[src/ctxb_defines.svh]
// ctxb_defines.svh: offsets, field widths and reset values of the transmit buffer control block
// assumes: included by bare name from the package and the design modules
`ifndef CTXB_DEFINES_SVH
`define CTXB_DEFINES_SVH

`define CTXB_ADDR_W 4
`define CTXB_DATA_W 8
`define CTXB_NBUF 3
// register offsets
`define CTXB_OFF_FLAG 4'h0
`define CTXB_OFF_IEN 4'h1
`define CTXB_OFF_ARQ 4'h2
`define CTXB_OFF_AAK 4'h3
`define CTXB_OFF_BSEL 4'h4
`define CTXB_OFF_CTRL 4'h5
// reset values
`define CTXB_RST_FLAG 3'h7
`define CTXB_RST_ZERO 3'h0
`define CTXB_RD_ZERO 8'h00
// control register bit positions
`define CTXB_CTRL_INIT_REQUEST 0
`define CTXB_CTRL_LISTEN 1
`define CTXB_CTRL_INIT_ACKNOWLEDGE 2

`endif

[src/ctxb_pkg.sv]
// ctxb_pkg.sv: types shared by the transmit buffer control files
// assumes: ctxb_defines.svh is on the include path
`include "ctxb_defines.svh"

package ctxb_pkg;
  typedef logic [`CTXB_ADDR_W-1:0] ctxb_addr_t;
  typedef logic [`CTXB_DATA_W-1:0] ctxb_data_t;
  typedef logic [`CTXB_NBUF-1:0] ctxb_mask_t;
  // per-buffer transmit slot life cycle
  typedef enum logic [1:0] {CTXB_IDLE, CTXB_QUEUED, CTXB_SENDING} ctxb_slot_e;
endpackage : ctxb_pkg

[src/ctxb_lowest.sv]
// ctxb_lowest.sv: isolates the lowest set bit of a vector
// assumes: purely combinational, used for the buffer select read and window mapping
`timescale 1ns/10ps
`include "ctxb_defines.svh"

module ctxb_lowest #(
  parameter int W = `CTXB_NBUF
) (
  input wire logic [W-1:0] vec,
  output logic [W-1:0] one_hot
);
  // x & -x keeps only the lowest set bit
  assign one_hot = vec & (~vec + {{(W-1){1'b0}}, 1'b1});
endmodule : ctxb_lowest

[src/ctxb_slot.sv]
// ctxb_slot.sv: life cycle of one transmit buffer: empty flag, abort request and acknowledge
// assumes: protocol engine pulses start/done/fail; bus writes already decoded and gated
`timescale 1ns/10ps
`include "ctxb_defines.svh"

module ctxb_slot
  import ctxb_pkg::*;
(
  input wire logic mclk,
  input wire logic srst,
  input wire logic ce,
  input wire logic init_mode,
  input wire logic listen_only,
  input wire logic sched_wr,
  input wire logic abort_wr,
  input wire logic tx_start,
  input wire logic tx_done,
  input wire logic tx_fail,
  output logic empty,
  output logic abort_req,
  output logic abort_ack,
  output logic granted
);
  import ctxb_pkg::*;

  ctxb_slot_e state_reg;
  logic empty_reg;
  logic arq_reg;
  logic aak_reg;
  logic grant_now;

  // abort granted if not yet on the bus, or if the attempt just failed
  assign grant_now = arq_reg && !empty_reg &&
                     ((state_reg == CTXB_QUEUED && !tx_start) ||
                      (state_reg == CTXB_SENDING && tx_fail));
  assign granted = grant_now;

  // ----------------------------------------
  // slot sequence
  // ----------------------------------------
  always_ff @(posedge mclk) begin
    if (srst || init_mode) begin
      state_reg <= CTXB_IDLE;
    end else if (ce) begin
      unique case (state_reg)
        CTXB_IDLE: begin
          if (sched_wr && !listen_only) begin
            state_reg <= CTXB_QUEUED;
          end
        end
        CTXB_QUEUED: begin
          if (grant_now) begin
            state_reg <= CTXB_IDLE;
          end else if (tx_start && !listen_only) begin
            state_reg <= CTXB_SENDING;
          end
        end
        CTXB_SENDING: begin
          if (tx_done || grant_now) begin
            state_reg <= CTXB_IDLE;
          end else if (tx_fail) begin
            state_reg <= CTXB_QUEUED;
          end
        end
      endcase
    end
  end

  // empty flag: set on success or abort, cleared by a scheduling write
  always_ff @(posedge mclk) begin
    if (srst || init_mode) begin
      empty_reg <= 1'b1;
    end else if (ce) begin
      if ((state_reg == CTXB_SENDING && tx_done) || grant_now) begin
        empty_reg <= 1'b1;
      end else if (sched_wr && !listen_only && empty_reg) begin
        empty_reg <= 1'b0;
      end
    end
  end

  // abort request: set by software only, cleared when the buffer turns empty
  always_ff @(posedge mclk) begin
    if (srst || init_mode) begin
      arq_reg <= 1'b0;
    end else if (ce) begin
      if ((state_reg == CTXB_SENDING && tx_done) || grant_now) begin
        arq_reg <= 1'b0;
      end else if (abort_wr && !empty_reg) begin
        arq_reg <= 1'b1;
      end
    end
  end

  // acknowledge: tells software whether the empty buffer was aborted
  always_ff @(posedge mclk) begin
    if (srst || init_mode) begin
      aak_reg <= 1'b0;
    end else if (ce) begin
      if (grant_now) begin
        aak_reg <= 1'b1;
      end else if (sched_wr && !listen_only && empty_reg) begin
        aak_reg <= 1'b0;
      end
    end
  end

  assign empty = empty_reg;
  assign abort_req = arq_reg;
  assign abort_ack = aak_reg;

  // ----------------------------------------
  // checks
  // ----------------------------------------
  arq_clear_a: assert property (@(posedge mclk) disable iff (srst)
    (ce && $rose(empty_reg)) |-> !arq_reg)
    else $error("abort request survived empty");
  aak_clear_a: assert property (@(posedge mclk) disable iff (srst)
    $fell(empty_reg) |-> !aak_reg)
    else $error("abort ack survived scheduling");
  grant_cond_a: assert property (@(posedge mclk) disable iff (srst)
    (ce && grant_now && !init_mode) |=> (empty_reg && aak_reg && !arq_reg))
    else $error("grant did not empty and acknowledge");
  done_ack_a: assert property (@(posedge mclk) disable iff (srst)
    (ce && !init_mode && state_reg == CTXB_SENDING && tx_done && !grant_now) |=>
    (empty_reg && !aak_reg))
    else $error("sent message shows aborted");
  listen_hold_a: assert property (@(posedge mclk) disable iff (srst)
    (listen_only && empty_reg) |=> empty_reg)
    else $error("empty flag cleared in listen mode");
endmodule : ctxb_slot

[src/ctxb_ctrl.sv]
// ctxb_ctrl.sv: transmit buffer control top: registers, three slots, window select, irq
// assumes: single clock mclk; protocol engine gives per-buffer start/done/fail pulses
`timescale 1ns/10ps
`include "ctxb_defines.svh"

module ctxb_ctrl
  import ctxb_pkg::*;
#(
  parameter int NBUF = `CTXB_NBUF
) (
  input wire logic mclk,
  input wire logic srst,
  input wire logic ce,
  input wire ctxb_pkg::ctxb_addr_t addr,
  input wire ctxb_pkg::ctxb_data_t wdata,
  input wire logic wr,
  input wire logic rd,
  output ctxb_pkg::ctxb_data_t rdata,
  input wire logic init_acknowledge,
  input wire logic [NBUF-1:0] tx_start,
  input wire logic [NBUF-1:0] tx_done,
  input wire logic [NBUF-1:0] tx_fail,
  input wire logic win_req,
  output logic init_request,
  output logic listen_only,
  output logic [NBUF-1:0] buffer_empty_flag,
  output logic [NBUF-1:0] win_sel,
  output logic win_grant,
  output logic tx_irq
);
  import ctxb_pkg::*;

  // ----------------------------------------
  // mode and decode
  // ----------------------------------------
  logic init_request_reg;
  logic listen_reg;
  logic init_mode;
  logic wr_ok;
  logic [NBUF-1:0] ien_reg;
  logic [NBUF-1:0] bsel_reg;
  logic [NBUF-1:0] bsel_low;
  logic [NBUF-1:0] arq;
  logic [NBUF-1:0] aak;
  logic [NBUF-1:0] empty;
  logic [NBUF-1:0] granted;
  ctxb_data_t rdata_reg;
  ctxb_data_t rd_next;

  assign init_mode = init_request_reg && init_acknowledge;
  // writes other than to the control register blocked during init mode, reads are not
  assign wr_ok = wr && !init_mode;

  // init and listen controls are software's own; never held in reset by init mode
  always_ff @(posedge mclk) begin
    if (srst) begin
      init_request_reg <= 1'b0;
      listen_reg <= 1'b0;
    end else if (ce && wr && addr == `CTXB_OFF_CTRL) begin
      init_request_reg <= wdata[`CTXB_CTRL_INIT_REQUEST];
      listen_reg <= wdata[`CTXB_CTRL_LISTEN];
    end
  end

  // ----------------------------------------
  // software registers
  // ----------------------------------------
  always_ff @(posedge mclk) begin
    if (srst || init_mode) begin
      ien_reg <= `CTXB_RST_ZERO;
    end else if (ce && wr_ok && addr == `CTXB_OFF_IEN) begin
      ien_reg <= wdata[NBUF-1:0];
    end
  end

  always_ff @(posedge mclk) begin
    if (srst || init_mode) begin
      bsel_reg <= `CTXB_RST_ZERO;
    end else if (ce && wr_ok && addr == `CTXB_OFF_BSEL) begin
      bsel_reg <= wdata[NBUF-1:0];
    end
  end

  ctxb_lowest #(
    .W(NBUF)
  ) u_lowest (
    .vec(bsel_reg),
    .one_hot(bsel_low)
  );

  // ----------------------------------------
  // buffer slots
  // ----------------------------------------
  genvar gi;
  generate
    for (gi = 0; gi < NBUF; gi++) begin : g_slot
      ctxb_slot u_slot (
        .mclk(mclk),
        .srst(srst),
        .ce(ce),
        .init_mode(init_mode),
        .listen_only(listen_reg),
        .sched_wr(wr_ok && addr == `CTXB_OFF_FLAG && wdata[gi]),
        .abort_wr(wr_ok && addr == `CTXB_OFF_ARQ && wdata[gi]),
        .tx_start(tx_start[gi] && !listen_reg),
        .tx_done(tx_done[gi]),
        .tx_fail(tx_fail[gi]),
        .empty(empty[gi]),
        .abort_req(arq[gi]),
        .abort_ack(aak[gi]),
        .granted(granted[gi])
      );
    end
  endgenerate

  // ----------------------------------------
  // read path: data one cycle after the strobe
  // ----------------------------------------
  always_comb begin
    rd_next = `CTXB_RD_ZERO;
    unique case (addr)
      `CTXB_OFF_FLAG: rd_next[NBUF-1:0] = empty;
      `CTXB_OFF_IEN: rd_next[NBUF-1:0] = ien_reg;
      `CTXB_OFF_ARQ: rd_next[NBUF-1:0] = arq;
      `CTXB_OFF_AAK: rd_next[NBUF-1:0] = aak;
      `CTXB_OFF_BSEL: rd_next[NBUF-1:0] = bsel_low;
      `CTXB_OFF_CTRL: begin
        rd_next[`CTXB_CTRL_INIT_REQUEST] = init_request_reg;
        rd_next[`CTXB_CTRL_LISTEN] = listen_reg;
        rd_next[`CTXB_CTRL_INIT_ACKNOWLEDGE] = init_acknowledge;
      end
      default: rd_next = `CTXB_RD_ZERO;
    endcase
  end

  // read data stand only in the cycle after the strobe
  always_ff @(posedge mclk) begin
    if (srst) begin
      rdata_reg <= `CTXB_RD_ZERO;
    end else if (ce) begin
      rdata_reg <= rd ? rd_next : `CTXB_RD_ZERO;
    end
  end

  // ----------------------------------------
  // outputs
  // ----------------------------------------
  assign rdata = rdata_reg;
  assign init_request = init_request_reg;
  assign listen_only = listen_reg;
  assign buffer_empty_flag = empty;
  assign win_sel = bsel_low;
  // a scheduled buffer or an empty selection closes the window
  assign win_grant = win_req && |(bsel_low & empty);
  // level irq: pends as long as any enabled empty flag stays set
  assign tx_irq = |(empty & ien_reg);

  // ----------------------------------------
  // checks
  // ----------------------------------------
  init_hold_a: assert property (@(posedge mclk) disable iff (srst)
    (ce && init_mode) |=> (ien_reg == '0 && bsel_reg == '0 && arq == '0 && aak == '0))
    else $error("registers not held in init mode");
  init_wr_a: assert property (@(posedge mclk) disable iff (srst)
    (init_mode && wr && addr == `CTXB_OFF_IEN) |=> ien_reg == '0)
    else $error("enable written in init mode");
  irq_gate_a: assert property (@(posedge mclk) disable iff (srst)
    (ce && !init_mode && |(granted & ien_reg) && !(wr && addr == `CTXB_OFF_IEN)) |=> tx_irq)
    else $error("granted abort raised no irq");
  arq_sticky_a: assert property (@(posedge mclk) disable iff (srst)
    (ce && !init_mode && wr && addr == `CTXB_OFF_ARQ && granted == '0 && tx_done == '0) |=>
    ((arq & $past(arq)) == $past(arq)))
    else $error("abort request cleared by write");
  bsel_read_a: assert property (@(posedge mclk) disable iff (srst)
    (ce && rd && addr == `CTXB_OFF_BSEL) |=> $onehot0(rdata) && rdata[NBUF-1:0] ==
    $past(bsel_low))
    else $error("select read not lowest bit");
  aak_ro_a: assert property (@(posedge mclk) disable iff (srst)
    (ce && wr && addr == `CTXB_OFF_AAK && !init_mode && granted == '0) |=> $stable(aak))
    else $error("acknowledge changed by write");
  win_block_a: assert property (@(posedge mclk) disable iff (srst)
    (bsel_low == '0 || (bsel_low & empty) == '0) |-> !win_grant)
    else $error("window open to scheduled buffer");
  rd_upper_a: assert property (@(posedge mclk) disable iff (srst)
    rdata[`CTXB_DATA_W-1:NBUF] == '0)
    else $error("upper bits read nonzero");

  abort_cv: cover property (@(posedge mclk) disable iff (srst) |granted);
  send_cv: cover property (@(posedge mclk) disable iff (srst) $rose(empty[1]) && !aak[1]);
  win_cv: cover property (@(posedge mclk) disable iff (srst) win_grant && bsel_reg == 3'h6);
  init_cv: cover property (@(posedge mclk) disable iff (srst) $rose(init_mode));
endmodule : ctxb_ctrl

[config.mk]
export PLATFORM = sky130hd
export DESIGN_NAME = ctxb_ctrl
export DESIGN_NICKNAME = d
export VERILOG_FILES = /design/src/ctxb_pkg.sv /design/src/ctxb_lowest.sv /design/src/ctxb_slot.sv /design/src/ctxb_ctrl.sv
export VERILOG_INCLUDE_DIRS = /design/src
export SDC_FILE = /design/constraint.sdc
export NUM_CORES = 1
export LEC_CHECK = 0
export ABC_AREA = 1
export BUFFER_PORTS_ARGS = -buffer_cell sky130_fd_sc_hd__clkbuf_2
export CORE_UTILIZATION = 60
export CTS_BUF_LIST = sky130_fd_sc_hd__clkbuf_8
export DETAILED_ROUTE_END_ITERATION = 16
export PLACE_DENSITY = 0.93
export SYNTH_ARGS = -nofsm -noshare
export SYNTH_HDL_FRONTEND = slang
export SYNTH_HIERARCHICAL = 1
export SYNTH_SLANG_ARGS = --single-unit
[constraint.sdc]
create_clock -name mclk -period 2.4 [get_ports mclk]
set_input_delay 0.36 -clock mclk [delete_from_list [all_inputs] [get_ports mclk]]
set_output_delay 0.36 -clock mclk [all_outputs]
set_load 0.05 [all_outputs]
Word level (Yosys, flattened, before mapping) --
Cells that the tools add are included.
Word-level totals: logic and storage cells 168, bits in registers 31, output and inout bits 18, bits of input ports 28
Operators by class: bitwise operators 4, muxes and demuxes 35, $add $sub $neg 1, equal/unequal tests 20, reductions and logical operators 91
Operators with widths (number):
- $logic_and 1x1->1 | 46
- $mux 2 | 15
- $ne 3x2->1 const B | 6
- $pmux 2 s3 | 3
- $pmux 3 s6 | 1
- $reduce_and 2->1 | 9
- $reduce_bool 2->1 | 9
- $mux 1 | 15
- $reduce_and 4->1 | 3
- $logic_or 1x1->1 | 10
- $and 3x3->3 | 3
- $eq 4x2->1 const B | 2
- $eq 4x3->1 const B | 2
- $logic_not 1->1 | 8
- $eq 2x1->1 const B | 3
- $eq 2x2->1 const B | 3
- $logic_not 2->1 | 3
- $ne 2x1->1 const B | 3
- $reduce_or 3->1 | 2
- $eq 4x1->1 const B | 1
- $logic_not 4->1 | 1
- $add 3x1->3 const B | 1
- $mux 3 | 1
- $not 3->3 | 1

Longest topological paths before layout --
Gate-level depths: netlist of run 1.
depth in word-level cells 9, depth in mapped cells 11, mapped depth without buffers 11

By module --
The synthesis of run 1 kept the hierarchy.
Modules (own cells, without submodules):
- ctxb_ctrl | cells an instance 133, area an instance 798.3 um2, times used 1, sequential area each 220.2 um2
- ctxb_slot at g_slot[0].u_slot ... | cells an instance 52, area an instance 337.8 um2, times used 2, sequential area each 100.1 um2
- ctxb_slot at g_slot[2].u_slot | cells an instance 53, area an instance 412.9 um2, times used 1, sequential area each 100.1 um2
- ctxb_lowest | cells an instance 6, area an instance 28.8 um2, times used 1, sequential area each 0.0 um2

Least setup slack after synthesis of run 1 --
Ideal clock, no wire load.
kind reg2out, start point register bsel_reg[1], end point output win_grant, data required time 2040 ps, path buffers 0, arrival time 1643 ps, stages on the path, launching flop included 7, setup slack 397 ps, cells stage by stage dfxtp_1 -> inv_1 -> nor2_1 -> nand2_1 -> nand3_1 -> nand2_1 -> inv_1
Between the ends: word-level cells in the longest chain between the ends 6
Ends and longest elaborated chain:
- from (decl) | line ctxb_ctrl.sv:41 | logic [NBUF-1:0] bsel_reg;
- from (signal assigned) | line ctxb_ctrl.sv:78 | bsel_reg <= `CTXB_RST_ZERO;
- from (signal assigned) | line ctxb_ctrl.sv:80 | bsel_reg <= wdata[NBUF-1:0];
- $not 3->3 | line ctxb_lowest.sv:13 | assign one_hot = vec & (~vec + {{(W-1){1'b0}}, 1'b1});
- $add 3x1->3 | line ctxb_lowest.sv:13
- $and 3x3->3 * | line ctxb_lowest.sv:13
- via win_sel[1] | line ctxb_ctrl.sv:27 | output logic [NBUF-1:0] win_sel,
- $and 3x3->3 * | line ctxb_ctrl.sv:154 | assign win_grant = win_req && |(bsel_low & empty);
- $reduce_or 3->1 * | line ctxb_ctrl.sv:154
- $logic_and 1x1->1 * | line ctxb_ctrl.sv:154
- to (decl) | line ctxb_ctrl.sv:28 | output logic win_grant,
Mark *: on every way through the listed nets, which the timed path passes. The rest lies on a longest branch.

Worst setup path in the final report of run 1 --
start point register bsel_reg[0], end point output win_grant
Between the ends: word-level cells in the longest chain between the ends 6
Ends and longest elaborated chain (line):
- $not 3->3 | ctxb_lowest.sv:13
- $add 3x1->3 | ctxb_lowest.sv:13
- $and 3x3->3 * | ctxb_lowest.sv:13
- $and 3x3->3 * | ctxb_ctrl.sv:154
- $reduce_or 3->1 * | ctxb_ctrl.sv:154
- $logic_and 1x1->1 * | ctxb_ctrl.sv:154
Every way passes the cells marked *; elsewhere a longest branch is shown, timed or not.

==> results of run 1 <==
cells by family after synthesis:
| logic type | share of synthesized area |
|---|---|
| buffers and inverters | 0.133 |
| other | 0.00196 |
| DFF | 0.272 |
| and+or+nand+nor | 0.427 |
| adders and majority gates | 0.0588 |
| AOI/OAI and AO/OA | 0.108 |
worst paths after layout:
path / end / start / slack (ns)
setup / recovery: win_grant / bsel_reg[0]$_SDFFE_PP0P_ / 0.64
hold reg to reg: rdata[0]$_SDFFE_PP0P_ / rdata[0]$_SDFFE_PP0P_ / 0.47
setup reg to reg: g_slot[0].u_slot/state_reg[1]$_SDFFE_PP0P_ / init_request$_SDFFE_PP0P_ / 0.91
hold / removal: ien_reg[2]$_SDFFE_PP0P_ / wdata[2] / 0.36
Yosys cell counts, drive strengths merged:
master	n	share of area
bufinv	1	0.0091
and3	3	0.012
nor2	47	0.13
nand3	39	0.12
inv	47	0.092
nand2	74	0.15
nand4	4	0.013
ha	9	0.059
conb	1	0.0020
a21oi	16	0.048
dfxtp	26	0.27
a21boi	3	0.012
o21ai	17	0.044
buf	7	0.029
clkinv	1	0.0020
a211oi	1	0.0039
per-layer routing:
metal / share of wire / vias up
met4: 0.020 / 0
met3: 0.048 / 14
met2: 0.51 / 65
met1: 0.42 / 861
met5: 0 / -
li1: - / 1004
power groups by stage:
stage	sequential [µW]	combinational, µW	clock (µW)
6_report	453	233	248
3_5_place_dp	464	231	0
4_1_cts	453	233	250
2_1_floorplan	465	174	0
5_1_grt	455	262	266
3_3_place_gp	463	225	0
worst register-to-register path, stage by stage (launching register included):
cell,delay [ns]
sky130_fd_sc_hd__dfxtp_1,0.35
sky130_fd_sc_hd__nand2_1,0.08
sky130_fd_sc_hd__nand2_1,0.05
sky130_fd_sc_hd__inv_1,0.07
sky130_fd_sc_hd__nand3_1,0.15
sky130_fd_sc_hd__nor2_1,0.14
sky130_fd_sc_hd__nand2_1,0.09
sky130_fd_sc_hd__a21oi_1,0.18
sky130_fd_sc_hd__nand3_2,0.12
sky130_fd_sc_hd__nand2_1,0.08
sky130_fd_sc_hd__nand2_1,0.05
sky130_fd_sc_hd__nor2_1,0.08
area by class of cell:
type | count | area (µm²)
Multi-Input combinational cell | 218 | 1160
Clock buffer | 3 | 41.3
Sequential cell | 26 | 520
Tap cell | 44 | 55.1
Inverter | 49 | 198
Timing Repair Buffer | 36 | 183
Fill cell | 273 | 900
metrics by stage:
| step | area (µm²) | worst slack (ns) | cells |
|---|---|---|---|
| 2_1_floorplan | 1930 | 0.397 | 300 |
| 3_3_place_gp | 2110 | 0.726 | 373 |
| 3_5_place_dp | 2110 | 0.649 | 373 |
| 4_1_cts | 2150 | 0.632 | 376 |
| 5_1_grt | 2150 | 0.520 | 376 |
| 6_report | 2150 | 0.641 | 376 |
==> impl_results.html, run 1 <==
<table>
<tr><th>Metric</th><th>Value</th></tr>
<tr><th colspan="2">CTS</th></tr>
<tr><td>Post-CTS Hold Buffers</td><td>0</td></tr>
<tr><td>TritonCTS Sinks</td><td>26</td></tr>
<tr><td>Cts repair resizes</td><td>0</td></tr>
<tr><td>Post-CTS Setup Repair Bufs</td><td>0</td></tr>
<tr><td>Post-CTS clock slew at the launch and capture registers of the worst setup and hold paths</td><td>~0.090 ns</td></tr>
<tr><td>Maximum level of the CTS H-tree</td><td>1</td></tr>
<tr><td>Clock tree from TritonCTS</td><td>done</td></tr>
<tr><td>Buffer levels on the longest clock path</td><td>2</td></tr>
<tr><td>Number of CTS-inserted buffers</td><td>3</td></tr>
<tr><td>Master cell of the clock root buffer</td><td>sky130_fd_sc_hd__clkbuf_8</td></tr>
<tr><td>Clock insertion delay at the later pin of the skew report</td><td>between 0.2 and 0.3 ns</td></tr>
<tr><th colspan="2">Critical path</th></tr>
<tr><td>Arrival time of data at the critical path endpoint</td><td>1.40 ns</td></tr>
<tr><td>Worst path buffer plus inverter count</td><td>3</td></tr>
<tr><td>Cell class contributing the biggest share of worst-path delay</td><td>simple AND/OR/NAND/NOR gates</td></tr>
<tr><td>Kind of start point of the critical path</td><td>register</td></tr>
<tr><td>Crit path kind</td><td>reg2out</td></tr>
<tr><td>Largest stage delay, worst path</td><td>0.37 ns</td></tr>
<tr><td>List of cells traversed by the critical path</td><td>inv_1 -&gt; nand2_1 -&gt; nor2_2 -&gt; nand2_1 -&gt; nand3_1 -&gt; nand2_1 -&gt; inv_1 -&gt; clkbuf_2</td></tr>
<tr><td>Critical-path top delay cell</td><td>sky130_fd_sc_hd__dfxtp_1</td></tr>
<tr><td>Crit-path max FO</td><td>6</td></tr>
<tr><td>Critical path depth in cells</td><td>8</td></tr>
<tr><td>Capturing element type of the critical path</td><td>primary output</td></tr>
<tr><td>Worst r2r path cells</td><td>11</td></tr>
<tr><td>Required time of the critical path</td><td>approximately 2.0 ns</td></tr>
<tr><td>Cell repeated most along the worst path</td><td>sky130_fd_sc_hd__nand2_1</td></tr>
<tr><th colspan="2">Power and ir drop</th></tr>
<tr><td>Ratio of total power to cell area</td><td>between 400 and 500 mW/mm²</td></tr>
<tr><td>Sequential fraction of design power</td><td>0.485</td></tr>
<tr><td>Fraction of power consumed by the clock network</td><td>0.265</td></tr>
<tr><td>Net Sw Frac</td><td>0.316</td></tr>
<tr><td>Largest vdd supply drop</td><td>between 0.3 and 0.4 mV</td></tr>
<tr><td>Sw Pwr</td><td>295 µW</td></tr>
<tr><td>Cell leakage power</td><td>0.00109 µW</td></tr>
<tr><td>Post-layout total power</td><td>between 900 and 1000 µW</td></tr>
<tr><td>Part of the total power dissipated in combinational logic</td><td>0.249</td></tr>
<tr><td>Internal power</td><td>638 µW</td></tr>
<tr><th colspan="2">GRT</th></tr>
<tr><td>Highest-utilization routing layer at the global route stage</td><td>met2</td></tr>
<tr><td>Overflow left after global routing</td><td>0</td></tr>
<tr><td>Met1 Usage GRT</td><td>0.288</td></tr>
<tr><td>GRT Resource Usage Total</td><td>0.263</td></tr>
<tr><td>Met3 track demand over resource</td><td>0.0462</td></tr>
<tr><td>Number of antenna violations at the first check in global routing</td><td>0</td></tr>
<tr><td>Pin count of the biggest net entering global routing</td><td>16</td></tr>
<tr><td>First-pass GRT wire length</td><td>about 7.0 mm</td></tr>
<tr><td>Vias in the first global route</td><td>approximately 1.8k</td></tr>
<tr><td>Met2 global-route usage</td><td>0.488</td></tr>
<tr><th colspan="2">STA</th></tr>
<tr><td>Aggregate negative setup slack</td><td>0 ns</td></tr>
<tr><td>Finish-stage setup viols</td><td>0</td></tr>
<tr><td>Final hold slack</td><td>0.362 ns</td></tr>
<tr><td>Final period demand of the worst path</td><td>between 1.5 and 2 ns</td></tr>
<tr><td>RSZ-0062 raised after global routing</td><td>false</td></tr>
<tr><td>Maximum frequency from static timing analysis</td><td>about 570 MHz</td></tr>
<tr><td>Tcrit/Tclk final</td><td>0.733</td></tr>
<tr><td>Clock skew after layout</td><td>between 0.004 and 0.005 ns</td></tr>
<tr><td>Slew Limit Fails</td><td>0</td></tr>
<tr><td>Final count of hold timing violations</td><td>0</td></tr>
<tr><th colspan="2">Route</th></tr>
<tr><td>Pre-Repair DR Iteration Count</td><td>4</td></tr>
<tr><td>Number of antenna-violating nets in the routed design</td><td>0</td></tr>
<tr><td>Remaining design rule violation count</td><td>0</td></tr>
<tr><td>First DRT Iteration DRCs</td><td>126</td></tr>
<tr><td>Routed length per placed instance</td><td>~11 µm</td></tr>
<tr><td>Vias after detailed routing</td><td>slightly below 2k</td></tr>
<tr><td>Detailed-route vias per instance</td><td>around 5.2</td></tr>
<tr><td>Final Routed Wirelength</td><td>around 4.3 mm</td></tr>
<tr><th colspan="2">Final layout</th></tr>
<tr><td>Synthesis-to-layout area growth</td><td>12.4%</td></tr>
<tr><td>Net count of the finished layout</td><td>~370</td></tr>
<tr><td>Fraction of final layout cells with drive strength greater than 1</td><td>0.208</td></tr>
<tr><td># diodes</td><td>0</td></tr>
<tr><td>Number of flip-flops under the largest register name</td><td>6</td></tr>
<tr><td>Most common cell after layout, fill and taps aside</td><td>sky130_fd_sc_hd__nand2_1</td></tr>
<tr><td>Commonest non-fill, non-tap cells in the layout</td><td>sky130_fd_sc_hd__nand2_1, sky130_fd_sc_hd__inv_1, sky130_fd_sc_hd__nor2_1, sky130_fd_sc_hd__clkbuf_2, sky130_fd_sc_hd__nand3_1</td></tr>
<tr><td>Final core utilization</td><td>0.705</td></tr>
<tr><th colspan="2">Die</th></tr>
<tr><td>Initial Util</td><td>0.627</td></tr>
<tr><td>Floorplan Core Area</td><td>around 0.0031 mm²</td></tr>
<tr><td>Ports placed on the boundary</td><td>46</td></tr>
<tr><td>Vert. Die Dim</td><td>around 59 µm</td></tr>
<tr><td>Core Rows</td><td>20</td></tr>
<tr><td>Width of the die</td><td>just under 60 µm</td></tr>
<tr><td>Area enclosed by the die boundary</td><td>roughly 0.0034 mm²</td></tr>
<tr><th colspan="2">Logic synthesis</th></tr>
<tr><td>Yosys cell types</td><td>28</td></tr>
<tr><td>Post-synthesis sequential element count</td><td>26</td></tr>
<tr><td>Fraction of the yosys area taken by sequential cells</td><td>0.272</td></tr>
<tr><td>Gate count after technology mapping</td><td>between 200 and 300</td></tr>
<tr><td>Synthesized area</td><td>between 0.0015 and 0.002 mm²</td></tr>
<tr><td>Mean instance size in the synthesized netlist</td><td>between 6 and 7 µm²</td></tr>
<tr><td>Yosys warning total</td><td>6</td></tr>
<tr><th colspan="2">Worst hold path</th></tr>
<tr><td>Worst min path class</td><td>in2reg</td></tr>
<tr><td>Hold path depth</td><td>3</td></tr>
<tr><th colspan="2">Run</th></tr>
<tr><td>MaxCap Viol Count</td><td>0</td></tr>
<tr><th colspan="2">Placement</th></tr>
<tr><td>Half-perimeter wire length after detailed placement</td><td>3.33 mm</td></tr>
<tr><td>Placer's final routability congestion estimate</td><td>roughly 0.90</td></tr>
<tr><td>Count of buffers from port buffering</td><td>35</td></tr>
<tr><th colspan="2">Outcome</th></tr>
<tr><td>Status</td><td>complete, no violations</td></tr>
</table>
Power figures use the tool's default switching activity.
==> run 2: changes to the inputs <==
ABC_AREA = 0   (was 1)
CORE_UTILIZATION = 56   (was 60)
PLACE_DENSITY = 0.88   (was 0.93)
clock period = 1.7 ns   (was 2.4 ns; I/O delays follow)
==> impl_results.html, run 2 <==
<table>
<tr><th>Metric</th><th>Value</th></tr>
<tr><th colspan="2">Outcome</th></tr>
<tr><td>Status</td><td>complete, but fails checks</td></tr>
<tr><td>Failing checks</td><td>setup timing</td></tr>
<tr><th colspan="2">Logic synthesis</th></tr>
<tr><td>Number of synthesized flops with an enable pin</td><td>0</td></tr>
<tr><td>Gate count after technology mapping</td><td>around 230</td></tr>
<tr><td>Yosys cell types</td><td>47</td></tr>
<tr><td>Area contributors post-synth</td><td>sky130_fd_sc_hd__dfxtp_1, sky130_fd_sc_hd__ha_1, sky130_fd_sc_hd__mux2i_1, sky130_fd_sc_hd__o32ai_2, sky130_fd_sc_hd__nor2_1</td></tr>
<tr><td>Fraction of the yosys area taken by sequential cells</td><td>0.268</td></tr>
<tr><td>Top FF cell, synth</td><td>sky130_fd_sc_hd__dfxtp_1</td></tr>
<tr><td>Share of the synthesized area in the top cell type</td><td>0.268</td></tr>
<tr><td>Post-synthesis sequential element count</td><td>26</td></tr>
<tr><td>Dominant cell type by area after synthesis</td><td>sky130_fd_sc_hd__dfxtp_1</td></tr>
<tr><td>Top post-synthesis cells by count</td><td>sky130_fd_sc_hd__dfxtp_1, sky130_fd_sc_hd__nor2_1, sky130_fd_sc_hd__nand2_1</td></tr>
<tr><td>Proportion of synthesized flip-flops having asynchronous set or reset</td><td>0</td></tr>
<tr><td>Count leader, synth</td><td>sky130_fd_sc_hd__dfxtp_1</td></tr>
<tr><td>Synthesized area</td><td>between 0.0015 and 0.002 mm²</td></tr>
<tr><td>Mean instance size in the synthesized netlist</td><td>around 8.6 µm²</td></tr>
<tr><td>Yosys warning total</td><td>6</td></tr>
<tr><th colspan="2">GRT</th></tr>
<tr><td>Overflow left after global routing</td><td>0</td></tr>
<tr><td>First-pass GRT wire length</td><td>a little under 7 mm</td></tr>
<tr><td>Vias in the first global route</td><td>1522</td></tr>
<tr><td>Pin count of the biggest net entering global routing</td><td>26</td></tr>
<tr><td>Number of antenna violations at the first check in global routing</td><td>0</td></tr>
<tr><td>GRT Resource Usage Total</td><td>0.248</td></tr>
<tr><th colspan="2">Placement</th></tr>
<tr><td>Count of buffers from port buffering</td><td>35</td></tr>
<tr><td>Placer's final routability congestion estimate</td><td>a little under 0.9</td></tr>
<tr><td># placed instances</td><td>~310</td></tr>
<tr><td>Half-perimeter wire length after detailed placement</td><td>between 3 and 4 mm</td></tr>
<tr><th colspan="2">Run</th></tr>
<tr><td>MaxCap Viol Count</td><td>0</td></tr>
<tr><th colspan="2">Final layout</th></tr>
<tr><td>Non-filler instance count after layout</td><td>about 320</td></tr>
<tr><td>Area of combinational cells with multiple inputs</td><td>between 0.001 and 0.0015 mm²</td></tr>
<tr><td>Number of flip-flops under the largest register name</td><td>6</td></tr>
<tr><td>Commonest non-fill, non-tap cells in the layout</td><td>sky130_fd_sc_hd__clkbuf_2, sky130_fd_sc_hd__nor2_1, sky130_fd_sc_hd__dfxtp_1, sky130_fd_sc_hd__inv_1, sky130_fd_sc_hd__nand2_1</td></tr>
<tr><td>Number of fillers in the final layout</td><td>245</td></tr>
<tr><td>Most common cell after layout, fill and taps aside</td><td>sky130_fd_sc_hd__clkbuf_2</td></tr>
<tr><td>Footprint of the flip-flops and latches</td><td>between 500 and 600 µm²</td></tr>
<tr><td>Fraction of final layout cells with drive strength greater than 1</td><td>0.357</td></tr>
<tr><td>Net count of the finished layout</td><td>310</td></tr>
<tr><td>Final core utilization</td><td>0.704</td></tr>
<tr><td># diodes</td><td>0</td></tr>
<tr><td>Synthesis-to-layout area growth</td><td>20.9%</td></tr>
<tr><th colspan="2">CTS</th></tr>
<tr><td>Number of CTS-inserted buffers</td><td>3</td></tr>
<tr><td>Post-CTS Hold Buffers</td><td>0</td></tr>
<tr><td>TritonCTS Sinks</td><td>26</td></tr>
<tr><td>Post-CTS clock slew at the launch and capture registers of the worst setup and hold paths</td><td>0.09 ns</td></tr>
<tr><td>Clock insertion delay at the later pin of the skew report</td><td>0.27 ns</td></tr>
<tr><td>Master cell of the clock root buffer</td><td>sky130_fd_sc_hd__clkbuf_8</td></tr>
<tr><td>Clock tree from TritonCTS</td><td>done</td></tr>
<tr><td>Maximum level of the CTS H-tree</td><td>1</td></tr>
<tr><td>Buffer levels on the longest clock path</td><td>2</td></tr>
<tr><th colspan="2">Die</th></tr>
<tr><td>Initial Util</td><td>0.582</td></tr>
<tr><td>Vert. Die Dim</td><td>~61 µm</td></tr>
<tr><td>Area enclosed by the die boundary</td><td>0.00371 mm²</td></tr>
<tr><td>Ports placed on the boundary</td><td>between 40 and 50</td></tr>
<tr><td>Width of the die</td><td>about 60 µm</td></tr>
<tr><td>Floorplan Core Area</td><td>about 0.0033 mm²</td></tr>
<tr><td>Core Rows</td><td>21</td></tr>
<tr><th colspan="2">Critical path</th></tr>
<tr><td>Terminus of the critical flop-to-flop path</td><td>g_slot[0].u_slot/empty$_SDFFE_PP1P_</td></tr>
<tr><td>Worst r2r path cells</td><td>6</td></tr>
<tr><td>Worst r2r src</td><td>init_request$_SDFFE_PP0P_</td></tr>
<tr><td>Capture point of the worst path</td><td>win_grant</td></tr>
<tr><td>Kind of start point of the critical path</td><td>register</td></tr>
<tr><td>Register-to-Register Setup Slack</td><td>approximately 0.050 ns</td></tr>
<tr><td>Arrival time of data at the critical path endpoint</td><td>around 1.5 ns</td></tr>
<tr><td>Crit-path max FO</td><td>4</td></tr>
<tr><td>Critical path launch point</td><td>bsel_reg[0]$_SDFFE_PP0P_</td></tr>
<tr><td>Crit path kind</td><td>reg2out</td></tr>
<tr><td>Capturing element type of the critical path</td><td>primary output</td></tr>
<tr><td>Required time of the critical path</td><td>1.44 ns</td></tr>
<tr><th colspan="2">Power and ir drop</th></tr>
<tr><td>Largest vdd supply drop</td><td>between 0.2 and 0.3 mV</td></tr>
<tr><td>Post-layout total power</td><td>approximately 1200 µW</td></tr>
<tr><td>Cell leakage power</td><td>~0.0011 µW</td></tr>
<tr><td>Ratio of total power to cell area</td><td>516 mW/mm²</td></tr>
<tr><th colspan="2">STA</th></tr>
<tr><td>Slew Limit Fails</td><td>0</td></tr>
<tr><td>RSZ-0062 raised after global routing</td><td>true</td></tr>
<tr><td>Final hold slack</td><td>around 0.27 ns</td></tr>
<tr><td>Finish-stage setup viols</td><td>1</td></tr>
<tr><td>Tcrit/Tclk final</td><td>1.01</td></tr>
<tr><td>Clock skew after layout</td><td>just over 0.001 ns</td></tr>
<tr><td>Final period demand of the worst path</td><td>1.72 ns</td></tr>
<tr><td>Maximum frequency from static timing analysis</td><td>~580 MHz</td></tr>
<tr><td>Final count of hold timing violations</td><td>0</td></tr>
<tr><td>Fin worst setup slack</td><td>-0.0174 ns</td></tr>
<tr><th colspan="2">Route</th></tr>
<tr><td>Vias after detailed routing</td><td>around 1.8k</td></tr>
<tr><td>Routed length per placed instance</td><td>~14 µm</td></tr>
<tr><td>Remaining design rule violation count</td><td>0</td></tr>
<tr><td>Final Routed Wirelength</td><td>around 4.5 mm</td></tr>
<tr><td>Pre-Repair DR Iteration Count</td><td>5</td></tr>
<tr><td>Detailed-route vias per instance</td><td>roughly 5.8</td></tr>
<tr><td>First DRT Iteration DRCs</td><td>90</td></tr>
<tr><td>Number of antenna-violating nets in the routed design</td><td>0</td></tr>
<tr><th colspan="2">Worst hold path</th></tr>
<tr><td>Worst min path class</td><td>in2reg</td></tr>
</table>
run 2: cell types whose count changed after synthesis, sizes merged, moves of 7 or more:
cell,previous run,this run
nor2,47,22
nand2,74,21
a31oi,0,7
a21o,0,8
inv,47,19
mux2i,0,11
nand3,39,3
nor2b,0,10
o21ai,17,2
nand2b,0,13
a21oi,16,3
run 2: worst min-delay path by stage:
stage	depth (start not counted)	slack, ns	to	from
floorplan	1	0.32	init_request$_SDFFE_PP0P_	srst
global placement	2	0.48	g_slot[2].u_slot/abort_ack$_SDFFE_PP0P_	g_slot[2].u_slot/abort_ack$_SDFFE_PP0P_
detailed placement	2	0.48	g_slot[2].u_slot/abort_ack$_SDFFE_PP0P_	g_slot[2].u_slot/abort_ack$_SDFFE_PP0P_
CTS	3	0.27	ien_reg[2]$_SDFFE_PP0P_	wdata[2]
global route	3	0.29	ien_reg[2]$_SDFFE_PP0P_	wdata[2]
finish	3	0.27	bsel_reg[2]$_SDFFE_PP0P_	wdata[2]
run 2: what timing repair did:
action | CTS | global route
buffers inserted | 0 | 1
gates resized for setup | 4 | 13
pin swaps | 0 | 6
endpoints found under the setup margin | 1 | 10
run 2: area by class of cell:
class / count / area share
inverter: 19 / 0.0304
sequential: 26 / 0.225
clock buffer: 4 / 0.0234
timing repair buffer: 49 / 0.123
multi-input combinational: 174 / 0.574
tap: 46 / 0.0245
run 2: stage by stage:
stage / setup WS, ns / area [µm²] / setup TNS, ns
floorplan: 0.00676 / 1980 / 0
global placement: 0.0194 / 2230 / 0
detailed placement: -0.0643 / 2230 / -0.202
CTS: -0.00861 / 2300 / -0.00861
global route: -0.0957 / 2350 / -0.101
finish: -0.0174 / 2350 / -0.0174
run 2: logic make-up (layout without fill, tap and decap cells):
| logic type | Yosys count | in the layout | share of synthesized area |
|---|---|---|---|
| flip-flops | 26 | 26 | 0.268 |
| other | 1 | 5 | 0.00193 |
| adder cells (fa/ha/maj) | 9 | 9 | 0.0580 |
| multiplexers | 11 | 11 | 0.0567 |
| AND/OR/NAND/NOR | 97 | 97 | 0.301 |
| buffers and inverters | 29 | 72 | 0.0760 |
| AO/OA/AOI/OAI | 52 | 52 | 0.239 |
run 2: critical path, stage by stage, from the launching register on:
cell                       delay (ns)
sky130_fd_sc_hd__dfxtp_2         0.37
sky130_fd_sc_hd__buf_4           0.16
sky130_fd_sc_hd__a222oi_1        0.28
sky130_fd_sc_hd__buf_4           0.19
sky130_fd_sc_hd__nor2b_4         0.03
sky130_fd_sc_hd__clkbuf_8        0.16
run 2: where the power goes:
part	leakage, µW	switching, µW	internal [µW]	total [µW]
Sequential	0.000212	4.28	610	615
Combinational	0.000809	126	74.0	200
Clock	0.0000288	190	207	398
Total	0.00105	321	892	1210
run 2: layer usage:
layer,GRT usage,wire length [µm]
met1,0.332,2050
met5,0,0
met3,0.0341,246
met2,0.411,2130
met4,0.0812,51
